**src/verilog/csbr_defines.svh**
```systemverilog
// Purpose: Offsets, field positions, reset values and encodings of the core register bank.
// Assumes: Included by bare name; definitions only.
// Notes:   Register bus offsets equal the data-memory file addresses.
`ifndef CSBR_DEFINES_SVH
`define CSBR_DEFINES_SVH

// ****************************************************************
// Register file addresses
// ****************************************************************
`define CSBR_ADDR_INDIRECT   8'h80
`define CSBR_ADDR_OPTION     8'h81
`define CSBR_ADDR_PCL        8'h82
`define CSBR_ADDR_STATUS     8'h83
`define CSBR_ADDR_POINTER    8'h84
`define CSBR_ADDR_DIR_A      8'h85
`define CSBR_ADDR_DIR_B      8'h86
`define CSBR_ADDR_NVM1       8'h88
`define CSBR_ADDR_NVM2       8'h89
`define CSBR_ADDR_PC_HIGH_LATCH     8'h0a
`define CSBR_ADDR_INTCTL     8'h0b
`define CSBR_ADDR_GPR_LO     7'h0c
`define CSBR_ADDR_GPR_HI     7'h4f

// ****************************************************************
// Status and option field positions
// ****************************************************************
`define CSBR_ST_IRP          7
`define CSBR_ST_RP1          6
`define CSBR_ST_RP0          5
`define CSBR_ST_TO           4
`define CSBR_ST_PD           3
`define CSBR_ST_Z            2
`define CSBR_ST_DC           1
`define CSBR_ST_C            0
`define CSBR_OPT_PSA         3

// ****************************************************************
// Reset values and general storage size
// ****************************************************************
`define CSBR_RST_OPTION      8'hff
`define CSBR_RST_DIR_A       5'h1f
`define CSBR_RST_DIR_B       8'hff
`define CSBR_RST_PC_HIGH_LATCH      5'h00
`define CSBR_RST_PCL         8'h00
`define CSBR_RST_UPPER3      3'h0
`define CSBR_RST_INTCTL      8'h00
`define CSBR_GPR_COUNT       68

// ****************************************************************
// ALU operation codes
// ****************************************************************
`define CSBR_OP_NONE         3'h0
`define CSBR_OP_ADD          3'h1
`define CSBR_OP_SUB          3'h2
`define CSBR_OP_LOGIC        3'h3
`define CSBR_OP_ROTL         3'h4
`define CSBR_OP_ROTR         3'h5
`define CSBR_OP_CLEAR        3'h6

`endif

```
**src/verilog/csbr_pkg.sv**
```systemverilog
// Purpose: Types shared by the core register bank.
// Assumes: Constants come from csbr_defines.svh.
// Notes:   Nothing here is imported; users write csbr_pkg::name.
package csbr_pkg;

   // Reset kind seen by the flag logic.
   typedef enum logic [1:0]
   {
      CSBR_RST_NONE  = 2'h0,
      CSBR_RST_POR   = 2'h1,
      CSBR_RST_OTHER = 2'h3
   } csbr_rst_kind_t;

   // Whole state of the bank.
   typedef struct packed
   {
      logic [2:0]             upper3;
      logic                   wdt_expiry;
      logic                   sleep_ent;
      logic                   zero;
      logic                   nib_ovf;
      logic                   msb_ovf;
      logic [7:0]             option;
      logic [7:0]             pc_low_byte;
      logic [4:0]             pc_high_latch;
      logic [7:0]             pointer;
      logic [4:0]             dir_a;
      logic [7:0]             dir_b;
      logic [7:0]             intctl;
      logic [4:0]             nvm1;
      logic [7:0]             rdata;
      logic [67:0][7:0]       general_storage_byte;
   } csbr_state_t;

endpackage
```
**src/verilog/csbr_core_regs.sv**
```systemverilog
// Purpose: Core status, bank select, program counter latch and bank-1 registers.
// Assumes: One clock; the execution unit presents one operation per cycle.
// Notes:   Power-on is rst; other resets come from reset_other.
//
// Behaviour
// - Status write to Z, DC, C is dropped when the operation sets flags.
// - Watchdog-expiry and sleep flags ignore every software write.
// - Clearing status clears the upper three bits and sets zero.
// - Bank select 0 picks 00h-7Fh, 1 picks 80h-FFh; only low bit used.
// - Watchdog-expiry flag bit 4: one on power-up, clear or sleep; zero on timeout.
// - Sleep flag bit 3: one on power-up or clear; zero on sleep.
// - Zero flag bit 2 set when result is zero, else cleared.
// - Nibble flag bit 1 is carry out of bit 3; inverted borrow on subtract.
// - Carry flag bit 0 is carry out of bit 7 on addition.
// - Subtraction adds the two's complement, so borrows read inverted.
// - Rotate through carry loads carry with the bit shifted out.
// - Master-clear reset leaves the expiry and sleep flags alone.
// - Other resets keep registers marked unchanged.
// - Counter upper bits unreadable; latch goes to counter, never back.
// - Every reset sets both port direction registers to all ones.
// - With the prescaler on the watchdog, the timer counts one to one.
// - General storage in bank 1 aliases the same bank 0 bytes.
`timescale 1ns/1ps
`include "csbr_defines.svh"

module csbr_core_regs
#(
   parameter int DATA_W = 8
)
(
   // Clock and resets.
   input  wire logic        clock,
   input  wire logic        rst,
   input  wire logic        reset_other,
   // Register port.
   input  wire logic [7:0]  addr,
   input  wire logic [7:0]  wdata,
   input  wire logic        wr,
   input  wire logic        rd,
   output logic      [7:0]  rdata,
   // Direct addressing from the instruction.
   input  wire logic [6:0]  direct_field,
   output logic      [7:0]  direct_addr,
   // ALU operation.
   input  wire logic [2:0]  alu_op,
   input  wire logic [7:0]  alu_a,
   input  wire logic [7:0]  alu_b,
   input  wire logic [7:0]  alu_result,
   // Power management events.
   input  wire logic        watchdog_clear_instr,
   input  wire logic        sleep_instr,
   input  wire logic        watchdog_timeout,
   // Program counter, timer and port direction controls.
   output logic      [4:0]  pc_high_out,
   output logic      [7:0]  pc_low_out,
   output logic             timer_prescale_bypass,
   output logic      [7:0]  port_a_dir_out,
   output logic      [7:0]  port_b_dir_out
);

   // ****************************************************************
   // Checks and helpers
   // ****************************************************************
   // The flag and read paths are written for bytes; other widths are refused at elaboration.
   if (DATA_W != 8)
   begin : g_width_check
      $error("csbr_core_regs serves 8-bit data only.");
   end

   // True for an operation whose result drives the arithmetic flags.
   function automatic logic sets_flags(input logic [2:0] op);
      sets_flags = (op != `CSBR_OP_NONE);
   endfunction

   // Index of general storage for a data address, bank bit ignored.
   function automatic logic [6:0] gpr_index(input logic [7:0] a);
      gpr_index = a[6:0] - `CSBR_ADDR_GPR_LO;
   endfunction

   // True when the low seven address bits hit general storage.
   function automatic logic is_gpr(input logic [7:0] a);
      is_gpr = (a[6:0] >= `CSBR_ADDR_GPR_LO) && (a[6:0] <= `CSBR_ADDR_GPR_HI);
   endfunction

   csbr_pkg::csbr_state_t   st_ff;
   csbr_pkg::csbr_state_t   nxt_st;
   csbr_pkg::csbr_rst_kind_t rkind;
   logic [8:0]              sum;
   logic [4:0]              nib;
   logic [7:0]              b_eff;
   logic [7:0]              status_rd;

   // ****************************************************************
   // Adder and status view
   // ****************************************************************
   // Subtraction folds into the adder via two's complement of b.
   assign b_eff     = (alu_op == `CSBR_OP_SUB) ? (~alu_b) : alu_b;
   assign sum       = {1'b0, alu_a} + {1'b0, b_eff} + {8'h00, (alu_op == `CSBR_OP_SUB)};
   assign nib       = {1'b0, alu_a[3:0]} + {1'b0, b_eff[3:0]}
                    + {4'h0, (alu_op == `CSBR_OP_SUB)};
   assign status_rd = {st_ff.upper3, st_ff.wdt_expiry, st_ff.sleep_ent,
                       st_ff.zero, st_ff.nib_ovf, st_ff.msb_ovf};
   assign rkind     = rst ? csbr_pkg::CSBR_RST_POR
                    : (reset_other ? csbr_pkg::CSBR_RST_OTHER : csbr_pkg::CSBR_RST_NONE);

   // ****************************************************************
   // Next-state logic
   // ****************************************************************
   // One process computes the whole next state of the bank.
   always_comb
   begin
      nxt_st       = st_ff;
      nxt_st.rdata = 8'h00;
      // Software writes; read-only flags are never assigned here.
      if (wr)
      begin
         case (addr)
            `CSBR_ADDR_STATUS:
            begin
               nxt_st.upper3 = wdata[`CSBR_ST_IRP:`CSBR_ST_RP0];
               // Arithmetic flags take the write only when no operation is presented.
               if (!sets_flags(alu_op))
               begin
                  nxt_st.zero    = wdata[`CSBR_ST_Z];
                  nxt_st.nib_ovf = wdata[`CSBR_ST_DC];
                  nxt_st.msb_ovf = wdata[`CSBR_ST_C];
               end
            end
            `CSBR_ADDR_OPTION:  nxt_st.option  = wdata;
            `CSBR_ADDR_PCL:     nxt_st.pc_low_byte     = wdata;
            `CSBR_ADDR_PC_HIGH_LATCH:  nxt_st.pc_high_latch  = wdata[4:0];
            `CSBR_ADDR_POINTER: nxt_st.pointer = wdata;
            `CSBR_ADDR_DIR_A:   nxt_st.dir_a   = wdata[4:0];
            `CSBR_ADDR_DIR_B:   nxt_st.dir_b   = wdata;
            `CSBR_ADDR_INTCTL:  nxt_st.intctl  = wdata;
            `CSBR_ADDR_NVM1:    nxt_st.nvm1    = wdata[4:0];
            default:
            begin
               // Bank 1 storage aliases bank 0 storage.
               if (is_gpr(addr))
                  nxt_st.general_storage_byte[gpr_index(addr)] = wdata;
            end
         endcase
      end
      // Flags from the operation result.
      case (alu_op)
         `CSBR_OP_ADD, `CSBR_OP_SUB:
         begin
            nxt_st.zero    = (sum[7:0] == 8'h00);
            nxt_st.nib_ovf = nib[4];
            nxt_st.msb_ovf = sum[8];
         end
         `CSBR_OP_LOGIC:
            nxt_st.zero = (alu_result == 8'h00);
         `CSBR_OP_ROTL:
            nxt_st.msb_ovf = alu_a[7];
         `CSBR_OP_ROTR:
            nxt_st.msb_ovf = alu_a[0];
         `CSBR_OP_CLEAR:
         begin
            // Clear of status also wipes the writable upper bits.
            if (wr && addr == `CSBR_ADDR_STATUS)
               nxt_st.upper3 = `CSBR_RST_UPPER3;
            nxt_st.zero = 1'b1;
         end
         default:
         begin
            nxt_st.zero = nxt_st.zero;
         end
      endcase
      // Power management events own the two read-only flags.
      if (watchdog_timeout)
         nxt_st.wdt_expiry = 1'b0;
      else if (watchdog_clear_instr || sleep_instr)
         nxt_st.wdt_expiry = 1'b1;
      if (sleep_instr)
         nxt_st.sleep_ent = 1'b0;
      else if (watchdog_clear_instr)
         nxt_st.sleep_ent = 1'b1;
      // Register reads, answered one cycle later; counter high stays hidden.
      if (rd)
      begin
         case (addr)
            `CSBR_ADDR_STATUS:  nxt_st.rdata = status_rd;
            `CSBR_ADDR_OPTION:  nxt_st.rdata = st_ff.option;
            `CSBR_ADDR_PCL:     nxt_st.rdata = st_ff.pc_low_byte;
            `CSBR_ADDR_PC_HIGH_LATCH:  nxt_st.rdata = {3'h0, st_ff.pc_high_latch};
            `CSBR_ADDR_POINTER: nxt_st.rdata = st_ff.pointer;
            `CSBR_ADDR_DIR_A:   nxt_st.rdata = {3'h0, st_ff.dir_a};
            `CSBR_ADDR_DIR_B:   nxt_st.rdata = st_ff.dir_b;
            `CSBR_ADDR_INTCTL:  nxt_st.rdata = st_ff.intctl;
            `CSBR_ADDR_NVM1:    nxt_st.rdata = {3'h0, st_ff.nvm1};
            default:
            begin
               if (is_gpr(addr))
                  nxt_st.rdata = st_ff.general_storage_byte[gpr_index(addr)];
            end
         endcase
      end
      // Resets: power-on sets everything but storage, others keep unchanged fields.
      case (rkind)
         csbr_pkg::CSBR_RST_POR:
         begin
            nxt_st            = st_ff;
            nxt_st.upper3     = `CSBR_RST_UPPER3;
            nxt_st.wdt_expiry = 1'b1;
            nxt_st.sleep_ent  = 1'b1;
            nxt_st.zero       = 1'b0;
            nxt_st.nib_ovf    = 1'b0;
            nxt_st.msb_ovf    = 1'b0;
            nxt_st.option     = `CSBR_RST_OPTION;
            nxt_st.pc_low_byte        = `CSBR_RST_PCL;
            nxt_st.pc_high_latch     = `CSBR_RST_PC_HIGH_LATCH;
            nxt_st.pointer    = 8'h00;
            nxt_st.dir_a      = `CSBR_RST_DIR_A;
            nxt_st.dir_b      = `CSBR_RST_DIR_B;
            nxt_st.intctl     = `CSBR_RST_INTCTL;
            nxt_st.nvm1       = 5'h00;
            nxt_st.rdata      = 8'h00;
         end
         csbr_pkg::CSBR_RST_OTHER:
         begin
            // Flags, pointer and storage keep their values here.
            nxt_st            = st_ff;
            nxt_st.upper3     = `CSBR_RST_UPPER3;
            nxt_st.option     = `CSBR_RST_OPTION;
            nxt_st.pc_low_byte        = `CSBR_RST_PCL;
            nxt_st.pc_high_latch     = `CSBR_RST_PC_HIGH_LATCH;
            nxt_st.dir_a      = `CSBR_RST_DIR_A;
            nxt_st.dir_b      = `CSBR_RST_DIR_B;
            nxt_st.intctl     = {7'(`CSBR_RST_INTCTL >> 1), st_ff.intctl[0]};
            nxt_st.rdata      = 8'h00;
         end
         default:
         begin
            nxt_st.rdata = nxt_st.rdata;
         end
      endcase
   end

   // ****************************************************************
   // State register
   // ****************************************************************
   // Storage is not reset so that its contents survive every reset.
   always_ff @(posedge clock)
   begin
      st_ff <= nxt_st;
   end

   // ****************************************************************
   // Outputs
   // ****************************************************************
   // Only the low bank bit reaches the address.
   assign direct_addr           = {st_ff.upper3[0], direct_field};
   assign rdata                 = st_ff.rdata;
   assign pc_high_out           = st_ff.pc_high_latch;
   assign pc_low_out            = st_ff.pc_low_byte;
   // Timer runs unscaled while the prescaler serves the watchdog.
   assign timer_prescale_bypass = st_ff.option[`CSBR_OPT_PSA];
   assign port_a_dir_out        = {3'h0, st_ff.dir_a};
   assign port_b_dir_out        = st_ff.dir_b;

endmodule

```
**config.mk**
```make
export PLATFORM = sky130hd
export DESIGN_NAME = csbr_core_regs
export DESIGN_NICKNAME = d
export VERILOG_FILES = /design/src/verilog/csbr_pkg.sv /design/src/verilog/csbr_core_regs.sv
export VERILOG_INCLUDE_DIRS = /design/src /design/src/verilog
export SDC_FILE = /design/constraint.sdc
export NUM_CORES = 1
export LEC_CHECK = 0
export ABC_AREA = 1
export BUFFER_PORTS_ARGS = -buffer_cell sky130_fd_sc_hd__buf_2
export CORE_ASPECT_RATIO = 0.6
export CORE_MARGIN = 1.5
export CORE_UTILIZATION = 40
export CTS_CLUSTER_DIAMETER = 120
export DETAILED_ROUTE_END_ITERATION = 16
export PLACE_DENSITY_LB_ADDON = 0.12
export REMOVE_ABC_BUFFERS = 1
export SKIP_LAST_GASP = 1
export SLEW_MARGIN = 15
export SYNTH_ARGS = -nofsm -noshare
export SYNTH_HDL_FRONTEND = slang
export SYNTH_SLANG_ARGS = --single-unit
```
**constraint.sdc**
```tcl
create_clock -name clock -period 4.8 [get_ports clock]
set_input_delay 0.96 -clock clock [delete_from_list [all_inputs] [get_ports clock]]
set_output_delay 0.96 -clock clock [all_outputs]
set_load 0.1 [all_outputs]
```
==> results of run 1 <==
[layout make-up]
cell class | instances | area (um^2)
multi-input cells | 1587 | 6840
repair buffers | 160 | 1060
flip-flops and latches | 615 | 18400
clock buffers | 67 | 1460
fillers | 6022 | 35300
clock inverters | 35 | 256
well taps | 851 | 1060
inverters | 83 | 314
[worst min-delay path, delay by kind of cell, from the launching register on]
kind,cells,cell delay (ns)
DFF,1,0.33
AOI/OAI and AO/OA,1,0.06
and+or+nand+nor,1,0.07
[logic make-up after synthesis]
family,count (synthesis),share of synthesized area
AO/OA/AOI/OAI,74,0.0162
XOR/XNOR,13,0.00433
adder cells (fa/ha/maj),15,0.00743
buffers and inverters,227,0.0420
flip-flops,615,0.698
other,1,0.000143
AND/OR/NAND/NOR,1482,0.231
[metal layers]
metal,part of all wire,vias up,GRT usage
met1,0.49,8864,0.385
li1,-,8254,-
met2,0.39,834,0.308
met5,0.00016,-,0
met3,0.11,76,0.0672
met4,0.011,2,0.0339
[cells in the final DEF (no fill, tap or decap), drive strengths merged]
master    netlist  layout
nand3b          5       5
inv            83      83
clkinv          0      27
dfxtp          11      11
nor2          158     158
ha             14      14
a211oi          4       4
a21oi          32      32
nand4          25      25
o21ai          20      20
nor3           12      12
nand3         189     189
a31oi           3       3
a22o            2       2
clkbuf         29      67
o211ai          2       2
xnor2           9       9
a32oi           1       1
xor2            4       4
conb            1       3
bufinv          0       3
a311oi          1       1
nor4            4       4
edfxtp        604     604
a21o            2       2
clkinvlp        0       5
o21bai          1       1
buf           115     160
fa              1       1
a22oi           6       6
nand2        1089    1089
[per-stage QoR]
step / power [uW] / setup TNS [ns] / instance area [um^2] / util
6_report: 11300 / 0 / 29400 / 0.454
5_1_grt: 11600 / 0 / 29400 / 0.454
4_1_cts: 11400 / 0 / 29400 / 0.454
3_5_place_dp: 7090 / 0 / 27600 / 0.427
3_3_place_gp: 7080 / 0 / 27600 / 0.427
2_1_floorplan: 6620 / -1033.74 / 25500 / -
[path summary, 6_finish.rpt]
check	startpoint	end	slack, ns	cells past startpoint
hold reg to reg	st_ff[614]$_SDFF_PN0_	st_ff[614]$_SDFF_PN0_	0.50	2
hold / removal	st_ff[614]$_SDFF_PN0_	st_ff[614]$_SDFF_PN0_	0.50	2
setup reg to reg	st_ff[124]$_DFFE_PP_	rdata[4]$_SDFF_PP0_	3.03	12
setup / recovery	addr[2]	st_ff[409]$_DFFE_PP_	1.47	9
[registers in the layout, summed over array words and instances, names as in the netlist]
name	flops
timer_prescale_bypass	1
pc_low_out	8
pc_high_out	5
rdata	8
direct_addr	1
port_b_dir_out	8
port_a_dir_out	5
st_ff	579
[where the power goes]
group | internal (uW) | switching [uW] | leakage [uW]
clock network | 2330 | 1990 | 0.000838
logic | 219 | 801 | 0.00481
registers | 5940 | 20.0 | 0.00557
==> out/qor.yml, run 1 <==
critical_path:
  worstSetupEndpointType: "flop"
  arrival_ns: 3.55
  crit_buf_inv: 3
  critPathMaxStageDelay_ns: 0.71
  worstSetupPathType: "in -> reg"
  cp_slowest_cell: "nor2_1"
  cp_cell_sequence: "buf_2 > ha_1 > inv_1 > nand2_1 > xor2_1 > inv_1 > nor2_1 > nand2_1 > nor2_1"
  crit_fanout: 8
  crit_path_start_kind: "input pin"
  worstPathRequired_ns: 5.02
  cp_top_family: "simple AND/OR/NAND/NOR gates"
synth:
  avgSynthCellArea_um2: 10.8
  yosysTopAreaCell: "edfxtp_1"
  synth_most_common_cell: "nand2_1"
  synth_area_leaders: "edfxtp_1 69%, nand2_1 15%, nand3_1 3.6%, nor2_1 2.1%, buf_4 1.5%"
  synth_edf_count: 604
  seq_area_frac_synth: 0.698
  ys_seq_elements: 615
  async_flop_share: 0
  synth_area_um2: 26300
  synth_top_area_share: 0.690
  synthTopCellsByCount: "1,076 x nand2_1, 604 x edfxtp_1, 189 x nand3_1, 144 x nor2_1, 81 x inv_1"
  synth_top_flop_cell: "edfxtp_1"
  syn-instance-count: 2427
  yosysWarningCount: 0
  synth_cell_type_count: 40
sta:
  report.final.slew_viol_count: 0
  layout_min_cycle_time_ns: 3.33
  clock_skew_ns: 0.0167
  rsz0062_at_grt: "false"
  min_period_over_period: 0.694
  clock.fmax_ghz: 0.300
  setup_slack_ns: 1.47
  hold_slack_ns: 0.501
  worst_pin_slew_ns: 1.05
  hold_violations: 0
  relSlewSlack: 0.295
  setup_viol: 0
global_routing:
  grt_max_degree: 155
  grt_pass1_wl_um: 116000
  grt_util_all_layers: 0.235
  grt.overflow.total: 0
  grt_pass1_vias: 17007
  antenna_found_initial: 5
power:
  p_leak_uw: 0.0112
  vdd_ir_drop_max_uv: 287
  powerDensity_nw_per_um2: 385
clock_network:
  holdBufCountCts: 0
  ctsResizeCount: 0
  cts-root-buf: "clkbuf_16"
  cts.clk_slew.worst_paths_ns: 0.06
  cts_setup_buffers: 0
  cts_buffers: 55
  clock_latency_ns: 0.60
  clock-sinks: 615
  clock_tree.htree_level_count: 2
  clock_path_buffers: 3
  cts_tree: "built"
die:
  core_area_um2: 64700
  row_count: 72
  start_util: 0.406
  die-area_um2: 67300
  die_w_um: 334
  die_y_um: 202
  num_io_pins: 104
cells_and_area:
  syn2layout_area_growth_pct: 11.7
  stdcell_count: 3398
  nets: 2575
  drive_above_1_share: 0.109
  diodes: 0
detailed_routing:
  first_iter_violations: 2243
  routed_wl_um: 79800
  ant_nets: 0
  wl_per_cell_um: 23.5
  via_per_inst: 5.31
  drcViolationCount: 0
  dr.pass1.iters: 6
  routed-via-count: 18030
worst_hold_path:
  hp-class: "reg -> reg"
placed_design:
  hpwlAfterDp_um: 52800
  pre_cts_slack_ns: 0.958
  gp_congestion: 0.923
  port_buffers: 86
  dp.cells: 3296
run_status:
  status: "finished, final reports clean"
job:
  cap_viol_max_count: 0
No activity file was read; power rests on OpenSTA's default activity.
==> run 2: changes to the inputs <==
Settings changed: ABC_AREA 1 to 0.
Clock period 4.8 ns to 2.9 ns, I/O delays scaled along.
==> run 2 against run 1 <==
Compared with the run above:
- worst hold slack got worse by 0.22 ns
- non-clock buffer count increased by 239
- cell area increased by 4.0%
- sequential share of layout area decreased by 2.4 points
- critical path type unchanged
- first-iteration DRC count decreased by 31%
- clock power increased by 67%
- register-to-register slack got worse by 2.7 ns
- critical path depth unchanged
- highest routed layer unchanged
- largest power group unchanged
- final cell count decreased by 23%
- routed wire length decreased by 11%
- utilization increased by 3.3 points
==> out/qor.yml, run 2 <==
cells_and_area:
  fill_cells: 5312
  final_util: 0.487
  largest_register: "st_ff"
  multi_input_area_um2: 6330
  syn2layout_area_growth_pct: 20.1
  diodes: 0
  final_common_cell: "edfxtp_1"
  drive_above_1_share: 0.353
  regArea_um2: 18400
  nets: 1799
  final_cell_mix: "604 x edfxtp_1, 298 x buf_4, 128 x mux4_2, 101 x nor2_1, 84 x buf_2"
  largest_reg_flops: 579
detailed_routing:
  routed-via-count: 14469
  drcViolationCount: 0
  via_per_inst: 5.54
  ant_nets: 0
  first_iter_violations: 1540
  wl_per_cell_um: 27.3
  routed_wl_um: 71200
  dr.pass1.iters: 5
power:
  p_leak_uw: 0.0105
  swShare: 0.235
  power_frac_seq: 0.524
  p_int_uw: 14400
  powerDensity_nw_per_um2: 618
  p_sw_uw: 4430
  vdd_ir_drop_max_uv: 489
  clock_power_share: 0.383
  comb_power_share: 0.092
die:
  start_util: 0.405
  die-area_um2: 65100
  core_area_um2: 62700
  die_w_um: 328
  die_y_um: 198
  row_count: 71
  num_io_pins: 104
synth:
  async_flop_share: 0
  synth_cell_type_count: 69
  synth_top_area_share: 0.714
  synth_top_flop_cell: "edfxtp_1"
  syn-instance-count: 1390
  synth_edf_count: 604
  avgSynthCellArea_um2: 18.3
  synthTopCellsByCount: "604 x edfxtp_1, 128 x mux4_2, 101 x nor2_1, 63 x mux2i_1, 56 x buf_4"
  seq_area_frac_synth: 0.722
  synth_area_um2: 25400
  synth_area_leaders: "edfxtp_1 71%, mux4_2 11%, mux2i_1 2.5%, buf_4 1.7%, nor2_1 1.5%"
  ys_seq_elements: 615
  synth_most_common_cell: "edfxtp_1"
  yosysWarningCount: 0
  yosysTopAreaCell: "edfxtp_1"
critical_path:
  worstPathRequired_ns: 3.38
  worstSetupEndpointType: "flop"
  arrival_ns: 3.15
  r2r_slack_ns: 0.37
  crit_path_start_kind: "input pin"
  crit_fanout: 18
  worstSetupPathType: "in -> reg"
global_routing:
  grt_max_degree: 53
  grt.overflow.total: 0
  grt_pass1_vias: 14361
  grt_pass1_wl_um: 103000
  grt_util_all_layers: 0.222
  antenna_found_initial: 1
placed_design:
  port_buffers: 86
  hpwlAfterDp_um: 50500
  gp_congestion: 0.909
  pre_cts_slack_ns: -0.343
clock_network:
  clock-sinks: 615
  holdBufCountCts: 0
  cts.clk_slew.worst_paths_ns: 0.06
  cts_buffers: 56
  clock_path_buffers: 3
  ctsResizeCount: 0
  cts-root-buf: "clkbuf_16"
  cts_setup_buffers: 0
  cts_tree: "built"
  clock_tree.htree_level_count: 2
  clock_latency_ns: 0.61
sta:
  layout_min_cycle_time_ns: 2.67
  hold_violations: 0
  min_period_over_period: 0.921
  worst_pin_slew_ns: 1.02
  clock_skew_ns: 0.0159
  setup_viol: 0
  report.final.slew_viol_count: 0
  hold_slack_ns: 0.277
  rsz0062_at_grt: "false"
  relSlewSlack: 0.321
  clock.fmax_ghz: 0.374
  setup_slack_ns: 0.229
run_status:
  status: "finished, final reports clean"
job:
  cap_viol_max_count: 0
worst_hold_path:
  hp-class: "in -> reg"
run 2: path summary, 6_finish.rpt:
path | startpoint | endpoint | depth (start not counted)
worst max-delay path | addr[0] | rdata[6]$_SDFF_PP0_ | 9
worst min-delay path | watchdog_timeout | st_ff[611]$_DFFE_PP_ | 2
worst max register to register | st_ff[158]$_DFFE_PP_ | rdata[6]$_SDFF_PP0_ | 7
worst min register to register | st_ff[614]$_SDFF_PN0_ | st_ff[614]$_SDFF_PN0_ | 2
run 2: power groups by stage:
stage               registers (uW)  clock network, uW  logic, uW
floorplan                    10300                  0        552
global placement             10100                  0       1720
detailed placement           10100                  0       1730
CTS                           9880               7370       1740
global route                  9880               7740       1840
finish                        9880               7220       1740
run 2: per-layer routing:
metal / track usage / part of all wire / up-vias
met2: 0.281 / 0.38 / 599
met4: 0.0428 / 0.016 / 2
met5: 0 / 0.00013 / -
met3: 0.0766 / 0.10 / 83
met1: 0.361 / 0.49 / 7489
li1: - / - / 6296
run 2: logic make-up (layout without fill, tap and decap cells):
logic type	Yosys count	count (layout)	synth area share
AO/OA/AOI/OAI	172	172	0.0478
XOR/XNOR	16	16	0.00551
adder cells (fa/ha/maj)	16	16	0.00808
buffers and inverters	131	513	0.0291
flip-flops	615	615	0.722
multiplexers	196	196	0.140
other	1	3	0.000148
AND/OR/NAND/NOR	243	243	0.0465
run 2: worst max-delay path, stage by stage:
cell	delay, ns
buf_8	0.24
buf_4	0.23
mux4_2	0.50
mux2i_1	0.35
nor3_1	0.09
o31a_1	0.34
o41ai_1	0.49
buf_4	0.20
a21oi_1	0.07
run 2: through the flow:
stage | total power, uW | TNS [ns] | cells | area, um^2
CTS | 19000 | 0 | 2613 | 30500
global placement | 11800 | -138.35 | 2507 | 28800
detailed placement | 11800 | -137.36 | 2507 | 28800
finish | 18800 | 0 | 2613 | 30500
floorplan | 10800 | -1286.80 | 1269 | 24700
global route | 19500 | 0 | 2613 | 30500
run 2: area by class of cell:
type | instances | share of cell area
multi-input cells | 646 | 0.208
inverters | 8 | 0.00103
flip-flops and latches | 615 | 0.602
clock buffers | 65 | 0.0477
repair buffers | 399 | 0.0978
well taps | 839 | 0.0344
clock inverters | 41 | 0.00996
